==> src/hw/rcr_regs.svh <==
// Offsets, field positions, masks and codes of the regulator control bank.
// Assumes an 8-bit register address space on one functional page.
`ifndef RCR_REGS_SVH
`define RCR_REGS_SVH

`define RCR_NUM_REGS 8
`define RCR_ZERO_BYTE 8'h00

// Register addresses on the functional page
`define RCR_ADDR_BUCK3_MODE 8'h20
`define RCR_ADDR_BUCK3_CONF 8'h21
`define RCR_ADDR_BACKUP 8'h22
`define RCR_ADDR_LDO1 8'h23
`define RCR_ADDR_LDO2 8'h24
`define RCR_ADDR_SD_LDO 8'h25
`define RCR_ADDR_LDO_3V3 8'h26
`define RCR_ADDR_LDO3 8'h27

// Storage slot of each register
`define RCR_IDX_BUCK3_MODE 3'h0
`define RCR_IDX_BUCK3_CONF 3'h1
`define RCR_IDX_BACKUP 3'h2
`define RCR_IDX_LDO1 3'h3
`define RCR_IDX_LDO2 3'h4
`define RCR_IDX_SD_LDO 3'h5
`define RCR_IDX_LDO_3V3 3'h6
`define RCR_IDX_LDO3 3'h7

// Implemented bits of each register
`define RCR_MASK_BUCK3_MODE 8'h0F
`define RCR_MASK_BUCK3_CONF 8'h3D
`define RCR_MASK_BACKUP 8'h07
`define RCR_MASK_LDO4B 8'h1F
`define RCR_MASK_LDO2B 8'h13

// Field positions
`define RCR_MODE_HI 3
`define RCR_PHASE_HI 5
`define RCR_PHASE_LO 4
`define RCR_FREQ_HI 3
`define RCR_FREQ_LO 2
`define RCR_ILIM_BIT 0
`define RCR_BACKUP_HI 2
`define RCR_EN_BIT 4
`define RCR_VOLT4_HI 3
`define RCR_VOLT2_HI 1

`endif

==> src/hw/rcr_pkg.sv <==
// Types shared by the regulator control bank and its storage.
// Assumes rcr_regs.svh for all numeric constants.
package rcr_pkg;
  typedef logic [7:0] rcr_reg_t;
  typedef logic [2:0] rcr_idx_t;
  typedef logic [7:0][7:0] rcr_bank_t;
  typedef struct packed {
    logic hit;
    rcr_idx_t idx;
  } rcr_dec_t;
endpackage : rcr_pkg

==> src/hw/rcr_bank_if.sv <==
// Carrier between the bank control logic and its register storage.
// Assumes both ends run on the same system clock.
`timescale 1ns/1ps
interface rcr_bank_if;
  import rcr_pkg::*;
  logic ld;
  rcr_bank_t ld_vals;
  logic wr_en;
  rcr_idx_t wr_idx;
  rcr_reg_t wr_data;
  logic rd_en;
  logic rd_hit;
  rcr_idx_t rd_idx;
  rcr_bank_t regs;
  rcr_reg_t rd_data;
  modport ctrl (output ld, ld_vals, wr_en, wr_idx, wr_data, rd_en, rd_hit,
    rd_idx, input regs, rd_data);
  modport store (input ld, ld_vals, wr_en, wr_idx, wr_data, rd_en, rd_hit,
    rd_idx, output regs, rd_data);
endinterface : rcr_bank_if

==> src/hw/rcr_bank_mem.sv <==
// Eight-byte register storage with a registered read port.
// Assumes the controller masks data and raises ld during reset.
`timescale 1ns/1ps
`include "rcr_regs.svh"
module rcr_bank_mem
  import rcr_pkg::*;
(
  input wire logic i_clk_sys, // System clock
  rcr_bank_if.store bank // Storage side of the bank carrier
);

  // Contents: reload wins over any write, so reset always lands cleanly
  always_ff @(posedge i_clk_sys)
  begin
    if (bank.ld)
      bank.regs <= bank.ld_vals;
    else if (bank.wr_en)
      bank.regs[bank.wr_idx] <= bank.wr_data;
  end

  // Read sees the value before a same-cycle write
  always_ff @(posedge i_clk_sys)
  begin
    if (bank.ld)
      bank.rd_data <= `RCR_ZERO_BYTE;
    else if (bank.rd_en && bank.rd_hit)
      bank.rd_data <= bank.regs[bank.rd_idx];
    else if (bank.rd_en)
      bank.rd_data <= `RCR_ZERO_BYTE; // Reserved address
  end

endmodule : rcr_bank_mem

==> src/hw/rcr_top.sv <==
// Regulator control bank: buck3 mode and setup, backup supply, LDO controls.
// Assumes the serial control engine presents decoded byte accesses
// synchronous to i_clk_sys, and the analog side samples the field outputs.
`timescale 1ns/1ps
`include "rcr_regs.svh"
module rcr_top
  import rcr_pkg::*;
(
  input wire logic i_clk_sys, // System clock, 125 MHz
  input wire logic i_rst, // Synchronous reset, active high
  input wire logic [7:0] i_reg_addr, // Register address
  input wire logic i_reg_wr, // Write strobe
  input wire logic [7:0] i_reg_wdata, // Write data
  input wire logic i_reg_rd, // Read strobe
  output logic [7:0] o_reg_rdata, // Read data, one cycle after strobe
  output logic o_reg_rvalid, // Read data valid pulse
  input wire logic [7:0] i_otp_buck3_conf, // Programmed buck3 setup
  input wire logic [7:0] i_seq_buck3_mode, // Start-up buck3 mode
  input wire logic [7:0] i_seq_backup, // Start-up backup supply
  input wire logic [7:0] i_seq_ldo1, // Start-up LDO1 control
  input wire logic [7:0] i_seq_ldo2, // Start-up LDO2 control
  input wire logic [7:0] i_seq_sd_ldo, // Start-up SD card LDO
  input wire logic [7:0] i_seq_ldo_3v3, // Start-up 3.3 V LDO
  input wire logic [7:0] i_seq_ldo3, // Start-up LDO3 control
  output logic [3:0] o_buck3_mode_select, // Buck3 switching mode
  output logic [1:0] o_buck3_phase_select, // Buck3 phase clock
  output logic [1:0] o_buck3_frequency_select, // Buck3 frequency
  output logic o_buck3_current_limit_select, // 0: 3.0 A, 1: 2.25 A
  output logic [2:0] o_backup_supply_voltage_code, // Backup voltage
  output logic o_ldo1_enable, // LDO1 on
  output logic [3:0] o_ldo1_voltage_code, // LDO1 voltage
  output logic o_ldo2_enable, // LDO2 on
  output logic [3:0] o_ldo2_voltage_code, // LDO2 voltage
  output logic o_sd_card_ldo_enable, // SD card LDO on
  output logic [1:0] o_sd_card_ldo_voltage_code, // SD card LDO voltage
  output logic o_ldo_3v3_enable, // 3.3 V LDO on
  output logic [1:0] o_ldo_3v3_voltage_code, // 3.3 V LDO voltage
  output logic o_ldo3_enable, // LDO3 on
  output logic [3:0] o_ldo3_voltage_code // LDO3 voltage
);

  rcr_bank_if bank ();

  // Address to slot; anything else on the page is reserved
  // byte address decode
  function automatic rcr_dec_t rcr_decode(input logic [7:0] addr);
    rcr_dec_t d;
    d.hit = 1'b1;
    d.idx = `RCR_IDX_BUCK3_MODE;
    case (addr)
      `RCR_ADDR_BUCK3_MODE: d.idx = `RCR_IDX_BUCK3_MODE;
      `RCR_ADDR_BUCK3_CONF: d.idx = `RCR_IDX_BUCK3_CONF;
      `RCR_ADDR_BACKUP: d.idx = `RCR_IDX_BACKUP;
      `RCR_ADDR_LDO1: d.idx = `RCR_IDX_LDO1;
      `RCR_ADDR_LDO2: d.idx = `RCR_IDX_LDO2;
      `RCR_ADDR_SD_LDO: d.idx = `RCR_IDX_SD_LDO;
      `RCR_ADDR_LDO_3V3: d.idx = `RCR_IDX_LDO_3V3;
      `RCR_ADDR_LDO3: d.idx = `RCR_IDX_LDO3;
      default: d.hit = 1'b0;
    endcase
    return d;
  endfunction : rcr_decode

  // Implemented bits per slot; used for writes and for reset loads
  function automatic rcr_reg_t rcr_field_mask(input rcr_idx_t idx);
    rcr_reg_t m;
    case (idx)
      `RCR_IDX_BUCK3_MODE: m = `RCR_MASK_BUCK3_MODE;
      `RCR_IDX_BUCK3_CONF: m = `RCR_MASK_BUCK3_CONF;
      `RCR_IDX_BACKUP: m = `RCR_MASK_BACKUP;
      `RCR_IDX_SD_LDO: m = `RCR_MASK_LDO2B;
      `RCR_IDX_LDO_3V3: m = `RCR_MASK_LDO2B;
      default: m = `RCR_MASK_LDO4B;
    endcase
    return m;
  endfunction : rcr_field_mask

  // Decoded access
  rcr_dec_t wr_dec;
  rcr_dec_t rd_dec;
  assign wr_dec = rcr_decode(i_reg_addr);
  assign rd_dec = rcr_decode(i_reg_addr);

  // Raw reset sources, one per slot
  rcr_bank_t seed;
  assign seed[`RCR_IDX_BUCK3_CONF] = i_otp_buck3_conf;
  assign seed[`RCR_IDX_BUCK3_MODE] = i_seq_buck3_mode;
  assign seed[`RCR_IDX_BACKUP] = i_seq_backup;
  assign seed[`RCR_IDX_LDO1] = i_seq_ldo1;
  assign seed[`RCR_IDX_LDO2] = i_seq_ldo2;
  assign seed[`RCR_IDX_SD_LDO] = i_seq_sd_ldo;
  assign seed[`RCR_IDX_LDO_3V3] = i_seq_ldo_3v3;
  assign seed[`RCR_IDX_LDO3] = i_seq_ldo3;

  // Masking the load keeps unused bits zero even with odd sources
  rcr_bank_t load_vals;
  genvar gi;
  generate
    for (gi = 0; gi < `RCR_NUM_REGS; gi++)
    begin : g_load
      assign load_vals[gi] = seed[gi] & rcr_field_mask(3'(gi));
    end
  endgenerate

  // Reload during reset, held off otherwise
  // reset reload of contents
  assign bank.ld = i_rst;
  assign bank.ld_vals = load_vals;

  // Writes: no state gating, any time after reset
  // unrestricted access
  assign bank.wr_en = i_reg_wr & wr_dec.hit & ~i_rst;
  assign bank.wr_idx = wr_dec.idx;
  assign bank.wr_data = i_reg_wdata & rcr_field_mask(wr_dec.idx);

  // Reads: a miss returns zero from storage
  // reserved address decode
  assign bank.rd_en = i_reg_rd & ~i_rst;
  assign bank.rd_hit = rd_dec.hit;
  assign bank.rd_idx = rd_dec.idx;

  rcr_bank_mem u_mem (
    .i_clk_sys (i_clk_sys),
    .bank (bank)
  );

  // Read valid follows the strobe by one cycle
  logic rvalid_q;
  always_ff @(posedge i_clk_sys)
  begin
    if (i_rst)
      rvalid_q <= 1'b0;
    else
      rvalid_q <= i_reg_rd;
  end
  assign o_reg_rvalid = rvalid_q;
  assign o_reg_rdata = bank.rd_data;

  // Field outputs are slices of storage flops, no extra logic
  rcr_reg_t r_mode;
  rcr_reg_t r_conf;
  rcr_reg_t r_bkp;
  rcr_reg_t r_ldo1;
  rcr_reg_t r_ldo2;
  rcr_reg_t r_sd;
  rcr_reg_t r_3v3;
  rcr_reg_t r_ldo3;
  assign r_mode = bank.regs[`RCR_IDX_BUCK3_MODE];
  assign r_conf = bank.regs[`RCR_IDX_BUCK3_CONF];
  assign r_bkp = bank.regs[`RCR_IDX_BACKUP];
  assign r_ldo1 = bank.regs[`RCR_IDX_LDO1];
  assign r_ldo2 = bank.regs[`RCR_IDX_LDO2];
  assign r_sd = bank.regs[`RCR_IDX_SD_LDO];
  assign r_3v3 = bank.regs[`RCR_IDX_LDO_3V3];
  assign r_ldo3 = bank.regs[`RCR_IDX_LDO3];

  assign o_buck3_mode_select = r_mode[`RCR_MODE_HI:0];
  assign o_buck3_phase_select = r_conf[`RCR_PHASE_HI:`RCR_PHASE_LO];
  assign o_buck3_frequency_select = r_conf[`RCR_FREQ_HI:`RCR_FREQ_LO];
  assign o_buck3_current_limit_select = r_conf[`RCR_ILIM_BIT];
  assign o_backup_supply_voltage_code = r_bkp[`RCR_BACKUP_HI:0];
  assign o_ldo1_enable = r_ldo1[`RCR_EN_BIT];
  assign o_ldo1_voltage_code = r_ldo1[`RCR_VOLT4_HI:0];
  assign o_ldo2_enable = r_ldo2[`RCR_EN_BIT];
  assign o_ldo2_voltage_code = r_ldo2[`RCR_VOLT4_HI:0];
  assign o_sd_card_ldo_enable = r_sd[`RCR_EN_BIT];
  assign o_sd_card_ldo_voltage_code = r_sd[`RCR_VOLT2_HI:0];
  assign o_ldo_3v3_enable = r_3v3[`RCR_EN_BIT];
  assign o_ldo_3v3_voltage_code = r_3v3[`RCR_VOLT2_HI:0];
  assign o_ldo3_enable = r_ldo3[`RCR_EN_BIT];
  assign o_ldo3_voltage_code = r_ldo3[`RCR_VOLT4_HI:0];

  // Checks on behaviour seen at the ports
  logic wr_ok;
  logic rd_ok;
  assign wr_ok = i_reg_wr && !i_rst;
  assign rd_ok = i_reg_rd && !i_rst && !i_reg_wr;

  mode_write_a: assert property (
    @(posedge i_clk_sys) disable iff (i_rst)
    wr_ok && i_reg_addr == `RCR_ADDR_BUCK3_MODE
    |=> o_buck3_mode_select == $past(i_reg_wdata[`RCR_MODE_HI:0]))
    else $error("buck3 mode not updated by write");

  phase_write_a: assert property (
    @(posedge i_clk_sys) disable iff (i_rst)
    wr_ok && i_reg_addr == `RCR_ADDR_BUCK3_CONF
    |=> o_buck3_phase_select
      == $past(i_reg_wdata[`RCR_PHASE_HI:`RCR_PHASE_LO]))
    else $error("buck3 phase not updated by write");

  freq_write_a: assert property (
    @(posedge i_clk_sys) disable iff (i_rst)
    wr_ok && i_reg_addr == `RCR_ADDR_BUCK3_CONF
    |=> o_buck3_frequency_select
      == $past(i_reg_wdata[`RCR_FREQ_HI:`RCR_FREQ_LO]))
    else $error("buck3 frequency not updated by write");

  ilim_write_a: assert property (
    @(posedge i_clk_sys) disable iff (i_rst)
    wr_ok && i_reg_addr == `RCR_ADDR_BUCK3_CONF
    |=> o_buck3_current_limit_select
      == $past(i_reg_wdata[`RCR_ILIM_BIT]))
    else $error("buck3 current limit not updated by write");

  read_answer_a: assert property (
    @(posedge i_clk_sys) disable iff (i_rst)
    i_reg_rd |=> o_reg_rvalid ##1 (!o_reg_rvalid || $past(i_reg_rd)))
    else $error("read not answered one cycle later");

  conf_otp_a: assert property (
    @(posedge i_clk_sys) disable iff (i_rst)
    $fell(i_rst)
    |-> r_conf == ($past(i_otp_buck3_conf) & `RCR_MASK_BUCK3_CONF))
    else $error("buck3 setup not loaded from programmed data");

  seq_load_a: assert property (
    @(posedge i_clk_sys) disable iff (i_rst)
    $fell(i_rst) |-> o_ldo1_enable == $past(i_seq_ldo1[`RCR_EN_BIT])
      && o_buck3_mode_select
        == $past(i_seq_buck3_mode[`RCR_MODE_HI:0]))
    else $error("start-up values not loaded");

  backup_write_a: assert property (
    @(posedge i_clk_sys) disable iff (i_rst)
    wr_ok && i_reg_addr == `RCR_ADDR_BACKUP
    |=> o_backup_supply_voltage_code
      == $past(i_reg_wdata[`RCR_BACKUP_HI:0]))
    else $error("backup voltage not updated by write");

  ldo1_write_a: assert property (
    @(posedge i_clk_sys) disable iff (i_rst)
    wr_ok && i_reg_addr == `RCR_ADDR_LDO1
    |=> {o_ldo1_enable, o_ldo1_voltage_code}
      == $past(i_reg_wdata[`RCR_EN_BIT:0]))
    else $error("LDO1 fields not updated by write");

  ldo2_write_a: assert property (
    @(posedge i_clk_sys) disable iff (i_rst)
    wr_ok && i_reg_addr == `RCR_ADDR_LDO2
    |=> {o_ldo2_enable, o_ldo2_voltage_code}
      == $past(i_reg_wdata[`RCR_EN_BIT:0]))
    else $error("LDO2 fields not updated by write");

  sd_write_a: assert property (
    @(posedge i_clk_sys) disable iff (i_rst)
    wr_ok && i_reg_addr == `RCR_ADDR_SD_LDO
    |=> o_sd_card_ldo_enable == $past(i_reg_wdata[`RCR_EN_BIT])
      && o_sd_card_ldo_voltage_code
        == $past(i_reg_wdata[`RCR_VOLT2_HI:0]))
    else $error("SD card LDO fields not updated by write");

  ldo33_write_a: assert property (
    @(posedge i_clk_sys) disable iff (i_rst)
    wr_ok && i_reg_addr == `RCR_ADDR_LDO_3V3
    |=> o_ldo_3v3_enable == $past(i_reg_wdata[`RCR_EN_BIT])
      && o_ldo_3v3_voltage_code
        == $past(i_reg_wdata[`RCR_VOLT2_HI:0]))
    else $error("3.3 V LDO fields not updated by write");

  ldo3_write_a: assert property (
    @(posedge i_clk_sys) disable iff (i_rst)
    wr_ok && i_reg_addr == `RCR_ADDR_LDO3
    |=> {o_ldo3_enable, o_ldo3_voltage_code}
      == $past(i_reg_wdata[`RCR_EN_BIT:0]))
    else $error("LDO3 fields not updated by write");

  byte_read_a: assert property (
    @(posedge i_clk_sys) disable iff (i_rst)
    rd_ok && i_reg_addr == `RCR_ADDR_LDO1
    |=> o_reg_rdata == {3'h0, $past(o_ldo1_enable),
      $past(o_ldo1_voltage_code)})
    else $error("register byte read back wrong");

  reserved_read_a: assert property (
    @(posedge i_clk_sys) disable iff (i_rst)
    rd_ok && !rd_dec.hit |=> o_reg_rdata == `RCR_ZERO_BYTE)
    else $error("reserved address read not zero");

  reserved_write_a: assert property (
    @(posedge i_clk_sys) disable iff (i_rst)
    wr_ok && !wr_dec.hit |=> bank.regs == $past(bank.regs))
    else $error("reserved address write changed the bank");

  unused_bits_a: assert property (
    @(posedge i_clk_sys) disable iff (i_rst)
    rd_ok && i_reg_addr == `RCR_ADDR_BUCK3_CONF
    |=> (o_reg_rdata & ~`RCR_MASK_BUCK3_CONF) == `RCR_ZERO_BYTE)
    else $error("unused configuration bits not zero");

  seq_rest_a: assert property (
    @(posedge i_clk_sys) disable iff (i_rst)
    $fell(i_rst)
    |-> o_backup_supply_voltage_code
        == $past(i_seq_backup[`RCR_BACKUP_HI:0])
      && o_ldo1_voltage_code == $past(i_seq_ldo1[`RCR_VOLT4_HI:0])
      && {o_ldo2_enable, o_ldo2_voltage_code}
        == $past(i_seq_ldo2[`RCR_EN_BIT:0])
      && {o_ldo3_enable, o_ldo3_voltage_code}
        == $past(i_seq_ldo3[`RCR_EN_BIT:0]))
    else $error("start-up supply and LDO values not loaded");

  seq_small_a: assert property (
    @(posedge i_clk_sys) disable iff (i_rst)
    $fell(i_rst)
    |-> o_sd_card_ldo_enable == $past(i_seq_sd_ldo[`RCR_EN_BIT])
      && o_sd_card_ldo_voltage_code
        == $past(i_seq_sd_ldo[`RCR_VOLT2_HI:0])
      && o_ldo_3v3_enable == $past(i_seq_ldo_3v3[`RCR_EN_BIT])
      && o_ldo_3v3_voltage_code
        == $past(i_seq_ldo_3v3[`RCR_VOLT2_HI:0]))
    else $error("start-up small LDO values not loaded");

  // Reset cycles must leave the read port idle and zeroed
  reset_quiet_a: assert property (
    @(posedge i_clk_sys)
    i_rst |=> !o_reg_rvalid && o_reg_rdata == `RCR_ZERO_BYTE)
    else $error("read port not quiet after a reset cycle");

  // Reset is taken from the sampled value, so a reload edge is excluded
  field_hold_a: assert property (
    @(posedge i_clk_sys) disable iff (i_rst)
    !i_reg_wr && !i_rst |=> bank.regs == $past(bank.regs))
    else $error("bank changed without a write");

  byte_mode_a: assert property (
    @(posedge i_clk_sys) disable iff (i_rst)
    rd_ok && i_reg_addr == `RCR_ADDR_BUCK3_MODE
    |=> o_reg_rdata == {4'h0, $past(o_buck3_mode_select)})
    else $error("mode register byte read back wrong");

endmodule : rcr_top

==> config.mk <==
export PLATFORM = sky130hd
export DESIGN_NAME = rcr_top
export DESIGN_NICKNAME = d
export VERILOG_FILES = /design/src/hw/rcr_pkg.sv /design/src/hw/rcr_bank_if.sv /design/src/hw/rcr_bank_mem.sv /design/src/hw/rcr_top.sv
export VERILOG_INCLUDE_DIRS = /design/src /design/src/hw
export SDC_FILE = /design/constraint.sdc
export NUM_CORES = 1
export LEC_CHECK = 0
export BUFFER_PORTS_ARGS = -buffer_cell sky130_fd_sc_hd__buf_2
export CORE_MARGIN = 2
export CORE_UTILIZATION = 50
export CTS_BUF_LIST = sky130_fd_sc_hd__clkbuf_4 sky130_fd_sc_hd__clkbuf_8
export DETAILED_ROUTE_END_ITERATION = 10
export PLACE_DENSITY = 0.86
export SYNTH_ARGS = -nofsm -noshare
export SYNTH_HDL_FRONTEND = slang
export SYNTH_HIERARCHICAL = 1
export SYNTH_SLANG_ARGS = --single-unit
==> constraint.sdc <==
create_clock -name i_clk_sys -period 2.7 [get_ports i_clk_sys]
set_input_delay 0 -clock i_clk_sys [delete_from_list [all_inputs] [get_ports i_clk_sys]]
set_output_delay 0 -clock i_clk_sys [all_outputs]
set_load 0.005 [all_outputs]
# Word-level counts from Yosys, hierarchy flattened
# Index checks and enable logic that the tools add are counted.
[totals]
elab_cells = 56
regBits = 73
out_inout_bits = 42
input_bits = 84
[op_classes]
muxes = 12
eq_ne = 12
bitwise = 5
reduce_logical = 7
magnitude_cmp = 2
[op_table]
columns = ["cell", "n"]
rows = [
  ["$mux W61", 2],
  ["$bwmux W64", 1],
  ["$eq A8 B6 Y1 const B", 8],
  ["$mux W8", 4],
  ["$bmux W8 S3", 1],
  ["$demux W8 S3", 1],
  ["$pmux W6 S4", 1],
  ["$pmux W3 S7", 1],
  ["$and A8 B8 Y8", 1],
  ["$reduce_or A8 Y1", 1],
  ["$eq A3 B3 Y1 const B", 2],
  ["$lt A3 B4 Y1 const B", 1],
  ["$reduce_bool A2 Y1", 2],
  ["$and A1 B1 Y1", 3],
  ["$eq A3 B1 Y1 const B", 1],
  ["$eq A3 B2 Y1 const B", 1],
  ["$ge A3 B1 Y1 const B", 1],
  ["$logic_not A3 Y1", 1],
  ["$logic_and A1 B1 Y1", 2],
  ["$reduce_or A2 Y1", 1],
  ["$mux W1", 1],
  ["$not A1 Y1", 1],
]

# Logic depth before layout (Yosys ltp)
# Gate-level depths: netlist of the first run.
[depth]
word_depth = 9
mapped_depth = 11
mapped_depth_nobuf = 8

# Hierarchy
# Netlist of the first run, hierarchy kept.
[by_module_without_submodules]
columns = ["module", "seq_area_each_um2", "area_each_um2", "cells_per_inst", "instances"]
rows = [
  ["rcr_bank_mem", 2082.0, 3601.0, 287, 1],
  ["rcr_top", 20.0, 158.9, 23, 1],
]

# Worst setup path after synthesis of the first run
# No wires, ideal clock.
[synth_path]
path_kind = "input to register"
from = "input i_reg_addr[4]"
to = "register u_mem.bank.regs[56] (enable)"
path_slack_ns = 0.386
path_stages = 7
setup_time_ns = 0.375
t_required_ns = 2.325
n_path_buf = 1
arrival_time_ns = 1.939
cell_sequence = "nand2b_1 or4_4 clkinv_4 and2_1 clkbuf_1 nand3_1 o21bai_1"
[synth_via]
elab_chain_cells = 6
word_cells_on_any_way = 13
classes_between = "eq/ne: 8; mux: 1; bitwise: 2; reduce/logical: 2"
[synth_lines]
columns = ["item", "line", "rtl"]
rows = [
  ["start, declared", "rcr_top.sv:11", "input wire logic [7:0] i_reg_addr,"],
  ["$eq A8 B6 Y1", "n/a", ""],
  ["$reduce_or A8 Y1 (no line) (*)", "n/a", ""],
  ["$mux W1 (*)", "n/a", ""],
  ["net bank.rd_hit", "rcr_bank_if.sv:12", "logic rd_hit;"],
  ["$and A1 B1 Y1 (*) (2 in series)", "rcr_top.sv:112", "assign bank.wr_en = i_reg_wr & wr_dec.hit & ~i_rst;"],
  ["$reduce_bool A2 Y1 (no line) (*)", "n/a", ""],
  ["end signal, assigned", "rcr_bank_mem.sv:16", "bank.regs <= bank.ld_vals;"],
  ["end signal, assigned by index", "rcr_bank_mem.sv:18", "bank.regs[bank.wr_idx] <= bank.wr_data;"],
  ["end, declared", "rcr_bank_if.sv:19", "rd_idx, output regs, rd_data);"],
]
# The timed path passes the listed nets; every way through them passes the cells marked *.
# A chain may end at the register's enable or synchronous reset.

# Worst setup path after layout of the first run
[layout_path]
from = "input i_reg_addr[4]"
to = "register u_mem.bank.rd_data[1]"
[layout_via]
elab_chain_cells = 5
word_cells_on_any_way = 16
classes_between = "eq/ne: 8; mux: 5; reduce/logical: 3"
[layout_lines]
columns = ["item", "line", "rtl"]
rows = [
  ["$eq A8 B6 Y1", "rcr_top.sv:50", "case (addr)"],
  ["$reduce_or A8 Y1 (no line) (*)", "n/a", ""],
  ["$mux W1 (*)", "rcr_top.sv:50", ""],
  ["net bank.rd_hit", "rcr_bank_if.sv:12", ""],
  ["$logic_and A1 B1 Y1 (*)", "rcr_bank_mem.sv:26", "else if (bank.rd_en && bank.rd_hit)"],
  ["$mux W8 or $reduce_bool A2 Y1 (tied branches)", "n/a", ""],
  ["end signal, assigned", "rcr_bank_mem.sv:25", "bank.rd_data <= `RCR_ZERO_BYTE;"],
  ["end signal, assigned", "rcr_bank_mem.sv:27", "bank.rd_data <= bank.regs[bank.rd_idx];"],
  ["end signal, assigned", "rcr_bank_mem.sv:29", "bank.rd_data <= `RCR_ZERO_BYTE;"],
  ["end, declared", "rcr_bank_if.sv:19", ""],
]
# The timed path passes the listed nets; every way through them passes the cells marked *. The select of a mux whose other input is x is not followed.

==> out/metrics.cfg, run 1 <==
[critical_path]
r2r_cells=4
critPathCaptureType=flip-flop
crit_type=in -> reg
slowest_stage=or4_4
worstPathCellList=buf_2, nand2b_1, or4_4, clkinv_4, and2_2, buf_4, mux2i_1, a22oi_1, nand3_1, a21oi_1
arrival_ns=2.39
max_stage_delay_ns=0.46
setup.worst_path.start_class=input port
cp_max_fo=18
required_ns=3.00

[sta]
final.min_clock_period_ns=2.10
rsz0062_at_grt=no
relSlewSlack_pct=63.5
setup_tns_ns=0
setup_viol=0
fin_skew_ns=0.00776
final_max_slew_viol_count=0
finalHoldViolCount=0
worst_pin_slew_ns=0.545
fin_crit_sh_pct=77.6
max_freq_mhz=477

[synthesis]
yosys.area.top_type=edfxtp_1
syn_avg_cell_area_um2=12.1
ys_warn_count=6
ys_top_cells_by_count=64 x edfxtp_1, 33 x o21ai_0, 32 x a22o_1, 32 x nand2_1, 25 x nand2b_1
ys_async_sr_fraction_pct=0
synthesis.area_um2=3760
yosysTopAreaCellShare_pct=51.1
ys_types=35
synthMostInstantiatedCell=edfxtp_1
synth_cells=310
yosys_register_bits=73
synth_flop_cell=edfxtp_1
synth_edf_count=64
synth_area_leaders=edfxtp_1 51%, a22o_1 7.5%, dfxtp_1 4.8%
ys_seq_area_share_pct=55.9

[clock_tree]
clk_pin_slew_ns=0.08
clk-insertion-delay-late_ns=0.36
cts_buffer_depth=2
cts.repair.resized=0
cts_root_buf=clkbuf_8
cts_buffers=9
cts.sinks=73
ctsHtreeMaxLevel=3
cts_tree=done

[global_route]
grt_use_total_pct=26.1
grt_first_pass_wirelength_um=16100
grt_start_max_net_pins=49
grt_pass1_vias=3097
grt.overflow.total=0
antenna_found_initial=0

[drt]
drc_errors=0
ant_nets=0
wl_um=10700
vias=3288
avgViaCountPerCell=5.61
first_iter_violations=360
avgRoutedWirePerCell_um=18.3
drt_pass1_iterations=5

[placement]
port_buffers=92
hpwl_um=7140
place.gp.congestion=0.833
placed_cell_area_um2=4520

[final_layout]
syn2layout_area_growth_pct=36.3
num_antenna_cells=0
drive_gt1_share_pct=28.5
finish.utilization_pct=70.7
stdcell_area_um2=5130
final_nets=566

[die]
ios=126
dieArea_um2=8230
start_util_pct=51.8
die_w_um=90.7
core_region_area_um2=7250
placement_rows=31
die-height_um=90.7

[pwr]
total_power_mw=2.81
peakVddDrop_v=0.000301
power.density_nw_per_um2=549
leakage_nw=2.06

[run_status]
status=finished, final reports clean

[worst_hold_path]
hp-class=in -> reg
whs_path_depth=3

[run]
cap_violations=0

## layer usage
metal,part of all wire (%),global-route usage [%],vias to the layer above
met3,9.9,5.09,34
met1,36,31.3,1541
met5,0,0,-
met4,3.0,10.5,0
met2,51,46.1,220
li1,-,-,1493
## cell families after synthesis
logic type	share of synthesized area, %
simple gates	14.4
compound gates	16.8
flops	55.9
mux	9.55
buf+inv	3.19
other cells	0.0997
## critical path: cells and delay by family
family          cells  cell delay [ns]
compound gates      2             0.47
buf+inv             3             0.58
mux                 1             0.14
simple gates        4             1.21
## flip-flops by register name (all words and copies together) (netlist names)
| register | count |
|---|---|
| o_reg_rvalid | 1 |
| u_mem/bank.rd_data | 8 |
| u_mem/bank.regs | 64 |
## power breakdown
group / leakage, nW / switching, mW / total, mW / internal (mW)
combinational: 1.24 / 0.164 / 0.335 / 0.171
sequential: 0.690 / 0.0357 / 1.35 / 1.32
clock: 0.133 / 0.415 / 1.12 / 0.708
total: 2.06 / 0.615 / 2.81 / 2.20
## per-stage QoR
step | instances | hold WS [ns] | setup WS (ns)
finish | 586 | 0.200 | 0.604
detailed placement | 536 | 0.285 | 0.313
CTS | 586 | 0.163 | 0.664
floorplan | 344 | 0.0716 | 0.386
global route | 586 | 0.187 | 0.538
global placement | 536 | 0.276 | 0.343
## path summary, 6_finish.rpt
| path | startpoint | end | slack [ns] |
|---|---|---|---|
| hold reg to reg | u_mem/bank.rd_data[4]$_SDFFE_PP0P_ | u_mem/bank.rd_data[4]$_SDFFE_PP0P_ | 0.47 |
| setup / recovery | i_reg_addr[4] | u_mem/bank.rd_data[1]$_SDFFE_PP0P_ | 0.60 |
| hold / removal | i_reg_wdata[0] | u_mem/bank.regs[56]$_DFFE_PP_ | 0.20 |
| setup reg to reg | u_mem/bank.regs[17]$_DFFE_PP_ | u_mem/bank.rd_data[1]$_SDFFE_PP0P_ | 1.18 |
## cells in the final DEF, fill, tap and decap left out, types with 8 or more instances in the layout
cell type / n
a21oi_1: 9
nand2b_1: 25
clkbuf_8: 9
conb_1: 35
dfxtp_1: 9
edfxtp_1: 64
buf_4: 20
buf_2: 92
a22o_1: 32
nor2b_1: 14
a22oi_1: 8
o21ai_0: 33
dlygate4sd3_1: 34
nand3_1: 9
nand2_1: 32
mux2i_1: 16
## repair_timing
item,4_1_cts,5_1_grt
setup buffers,0,0
hold buffers,34,0
endpoints found under the hold margin,34,0
## cell type report
class                           instances  area [um^2]
Clock buffer                            9          124
Clock inverter                          7          143
Fill cell                             509         2130
Inverter                                3         16.3
Multi-Input combinational cell        249         1670
Sequential cell                        73         2100
Tap cell                               99          124
Timing Repair Buffer                  146          951
No activity file was read; power rests on OpenSTA's default activity.
==> run 2, diff against run 1 <==
--- a/config.mk
+++ b/config.mk
@@ -6,6 +6,7 @@
 export SDC_FILE = /design/constraint.sdc
 export NUM_CORES = 1
 export LEC_CHECK = 0
+export ABC_AREA = 1
 export BUFFER_PORTS_ARGS = -buffer_cell sky130_fd_sc_hd__buf_2
 export CORE_MARGIN = 2
 export CORE_UTILIZATION = 50
==> constraint.sdc (replaced) <==
create_clock -name i_clk_sys -period 2 [get_ports i_clk_sys]
set_input_delay 0 -clock i_clk_sys [delete_from_list [all_inputs] [get_ports i_clk_sys]]
set_output_delay 0 -clock i_clk_sys [all_outputs]
set_load 0.005 [all_outputs]
==> run 2 against run 1 <==
Clock skew is 0.0018 ns higher. Largest power group unchanged. Count of clock-buffer cells in the layout is 6 higher. Via count is 19% higher. Largest cell class unchanged. Sequential power is 35% higher. Critical endpoint is now u_mem/bank.regs[55]$_DFFE_PP_. Combinational power is 39% higher. Worst hold slack worse by 0.073 ns.
==> out/metrics.cfg, run 2 <==
[die]
placement_rows=32
start_util_pct=51.4
dieArea_um2=8670
die-height_um=93.1
die_w_um=93.1
ios=126
core_region_area_um2=7730

[critical_path]
critPathCaptureType=flip-flop
worstPathCellList=buf_2, nor2_1, nand2_1, nor2_4, inv_2, nor2_1, nand3_1, o21ai_0
setup.worst_path.start_class=input port
cp_top_family=compound AO/OA/AOI/OAI gates
slowest_stage=o21ai_0
r2r-start=u_mem/bank.regs[36]$_DFFE_PP_
r2r-end=u_mem/bank.rd_data[4]$_SDFFE_PP0P_
arrival_ns=1.62
crit_type=in -> reg
worst_path_most_repeated_cell=nor2_1
cp.buffers_inverters=2
max_stage_delay_ns=0.85
r2r_slack_ns=0.90
cp_max_fo=8
required_ns=1.96
r2r_cells=6

[pwr]
power.density_nw_per_um2=635
peakVddDrop_v=0.000278
leakage_nw=2.47

[sta]
fin_skew_ns=0.00957
finalHoldViolCount=0
setup_viol=0
setup_tns_ns=0
max_freq_mhz=602
rsz0062_at_grt=no
final_max_slew_viol_count=0
relSlewSlack_pct=27.3
final.min_clock_period_ns=1.66
fin_crit_sh_pct=83.1
worst_pin_slew_ns=1.08

[synthesis]
synth_edf_count=64
ys_warn_count=6
ys_seq_area_share_pct=52.9
yosysTopAreaCellShare_pct=48.4
ys_types=25
yosys_register_bits=73
synth_area_leaders=edfxtp_1 48%, nand2_1 15%, o21ai_0 8.8%
synthesis.area_um2=3970
yosys.area.top_type=edfxtp_1
synth_cells=499
syn_avg_cell_area_um2=7.96
synthMostInstantiatedCell=nand2_1
ys_top_cells_by_count=155 x nand2_1, 70 x o21ai_0, 69 x inv_1
ys_async_sr_fraction_pct=0
synth_flop_cell=edfxtp_1

[final_layout]
layout_commonest_cell=nand2_1
syn2layout_area_growth_pct=32.7
largest_reg_flops=64
final_nets=756
finish.utilization_pct=68.2
num_antenna_cells=0
largest_register=u_mem/bank.regs
fillers=596
final_cell_mix=155 x nand2_1, 92 x buf_2, 70 x o21ai_0, 69 x inv_1, 64 x edfxtp_1
drive_gt1_share_pct=21.4
final_cell_count_no_fill=779

[worst_hold_path]
hp-start=i_rst
whs_path_depth=3
hp-class=in -> reg
holdPathEnd=o_reg_rvalid$_SDFF_PP0_

[clock_tree]
cts_buffers=9
postCtsSetupBuffers=0
cts_tree=done
cts_root_buf=clkbuf_8
ctsHtreeMaxLevel=3
cts_buffer_depth=2
clk_pin_slew_ns=0.06
clk-insertion-delay-late_ns=0.35
cts.sinks=73

[global_route]
grt_pass1_vias=3728
grt_use_total_pct=26.4
antenna_found_initial=0
grt_start_max_net_pins=52
grt_first_pass_wirelength_um=17400
grt.overflow.total=0

[run]
cap_violations=0

[placement]
port_buffers=92
hpwl_um=7420
post-place-cells=729
place.gp.congestion=0.873

[drt]
first_iter_violations=281
wl_um=11000
ant_nets=0
vias=3902
drc_errors=0
avgRoutedWirePerCell_um=14.1
drt_pass1_iterations=5
avgViaCountPerCell=5.01

[run_status]
status=finished, final reports clean

run 2: cell count changes after synthesis, moves of 16 or more:
cell	change
a22o_1	-32
nor2_1	+30
mux2i_1	-16
o21ai_0	+37
nand3_1	+41
nand2b_1	-25
nand2_1	+123
inv_1	+67
run 2: area by class of cell:
class / instances / area, um^2 / share of cell area, %
Clock buffer: 15 / 175 / 3.32
Clock inverter: 1 / 5.00 / 0.0949
Inverter: 72 / 273 / 5.17
Multi-Input combinational cell: 366 / 1600 / 30.3
Sequential cell: 73 / 2100 / 39.9
Tap cell: 102 / 128 / 2.42
Timing Repair Buffer: 150 / 993 / 18.8
run 2: metal layers:
layer	wire length, um	up-vias	global-route usage [%]	part of all wire, %
met2	5240	222	44.0	48
met3	1040	26	4.11	9.5
met1	4430	1730	34.4	40
li1	-	1924	-	-
met4	299	0	11.3	2.7
met5	0	-	0	0
run 2: worst max path at each step:
stage                  start                            end  slack (ns)  cells after the start
6_report       i_reg_addr[4]  u_mem/bank.regs[55]$_DFFE_PP_        0.34                      8
5_1_grt        i_reg_addr[4]  u_mem/bank.regs[48]$_DFFE_PP_        0.20                      8
4_1_cts        i_reg_addr[4]  u_mem/bank.regs[48]$_DFFE_PP_        0.35                      8
3_5_place_dp   i_reg_addr[4]  u_mem/bank.regs[49]$_DFFE_PP_      -0.007                      8
3_3_place_gp   i_reg_addr[4]  u_mem/bank.regs[52]$_DFFE_PP_        0.13                      8
2_1_floorplan  i_reg_addr[3]  u_mem/bank.regs[24]$_DFFE_PP_        0.08                      9
run 2: logic make-up (layout without fill, tap and decap cells):
group / count (synthesis) / after routing / synth area share, %
buffers and inverters: 92 / 238 / 10.0
DFF: 73 / 73 / 52.9
and+or+nand+nor: 252 / 252 / 26.7
other: 1 / 33 / 0.0944
AOI/OAI and AO/OA: 81 / 81 / 10.3
run 2: per-stage QoR:
step	worst slack [ns]	hold WS, ns	power (mW)	area, um^2
floorplan	0.0811	0.0724	2.07	4090
global placement	0.129	0.217	2.23	4750
detailed placement	-0.00748	0.240	2.25	4750
CTS	0.355	0.109	3.34	5270
global route	0.195	0.138	3.48	5270
finish	0.338	0.127	3.35	5270
run 2: worst register-to-register path, stage by stage (launching register included):
cell,delay [ns]
edfxtp_1,0.40
inv_1,0.08
nand2_1,0.06
nand3_1,0.09
nand3_1,0.11
nand3_1,0.14
a21oi_1,0.08
run 2: report_power, final:
part / internal (mW) / switching [mW]
clock: 0.554 / 0.511
combinational: 0.205 / 0.259
sequential: 1.78 / 0.0404
total: 2.54 / 0.810
run 2: repair_timing:
action,4_1_cts,5_1_grt
endpoints found under the hold margin,34,0
hold buffers,34,0
gates resized for setup,0,0
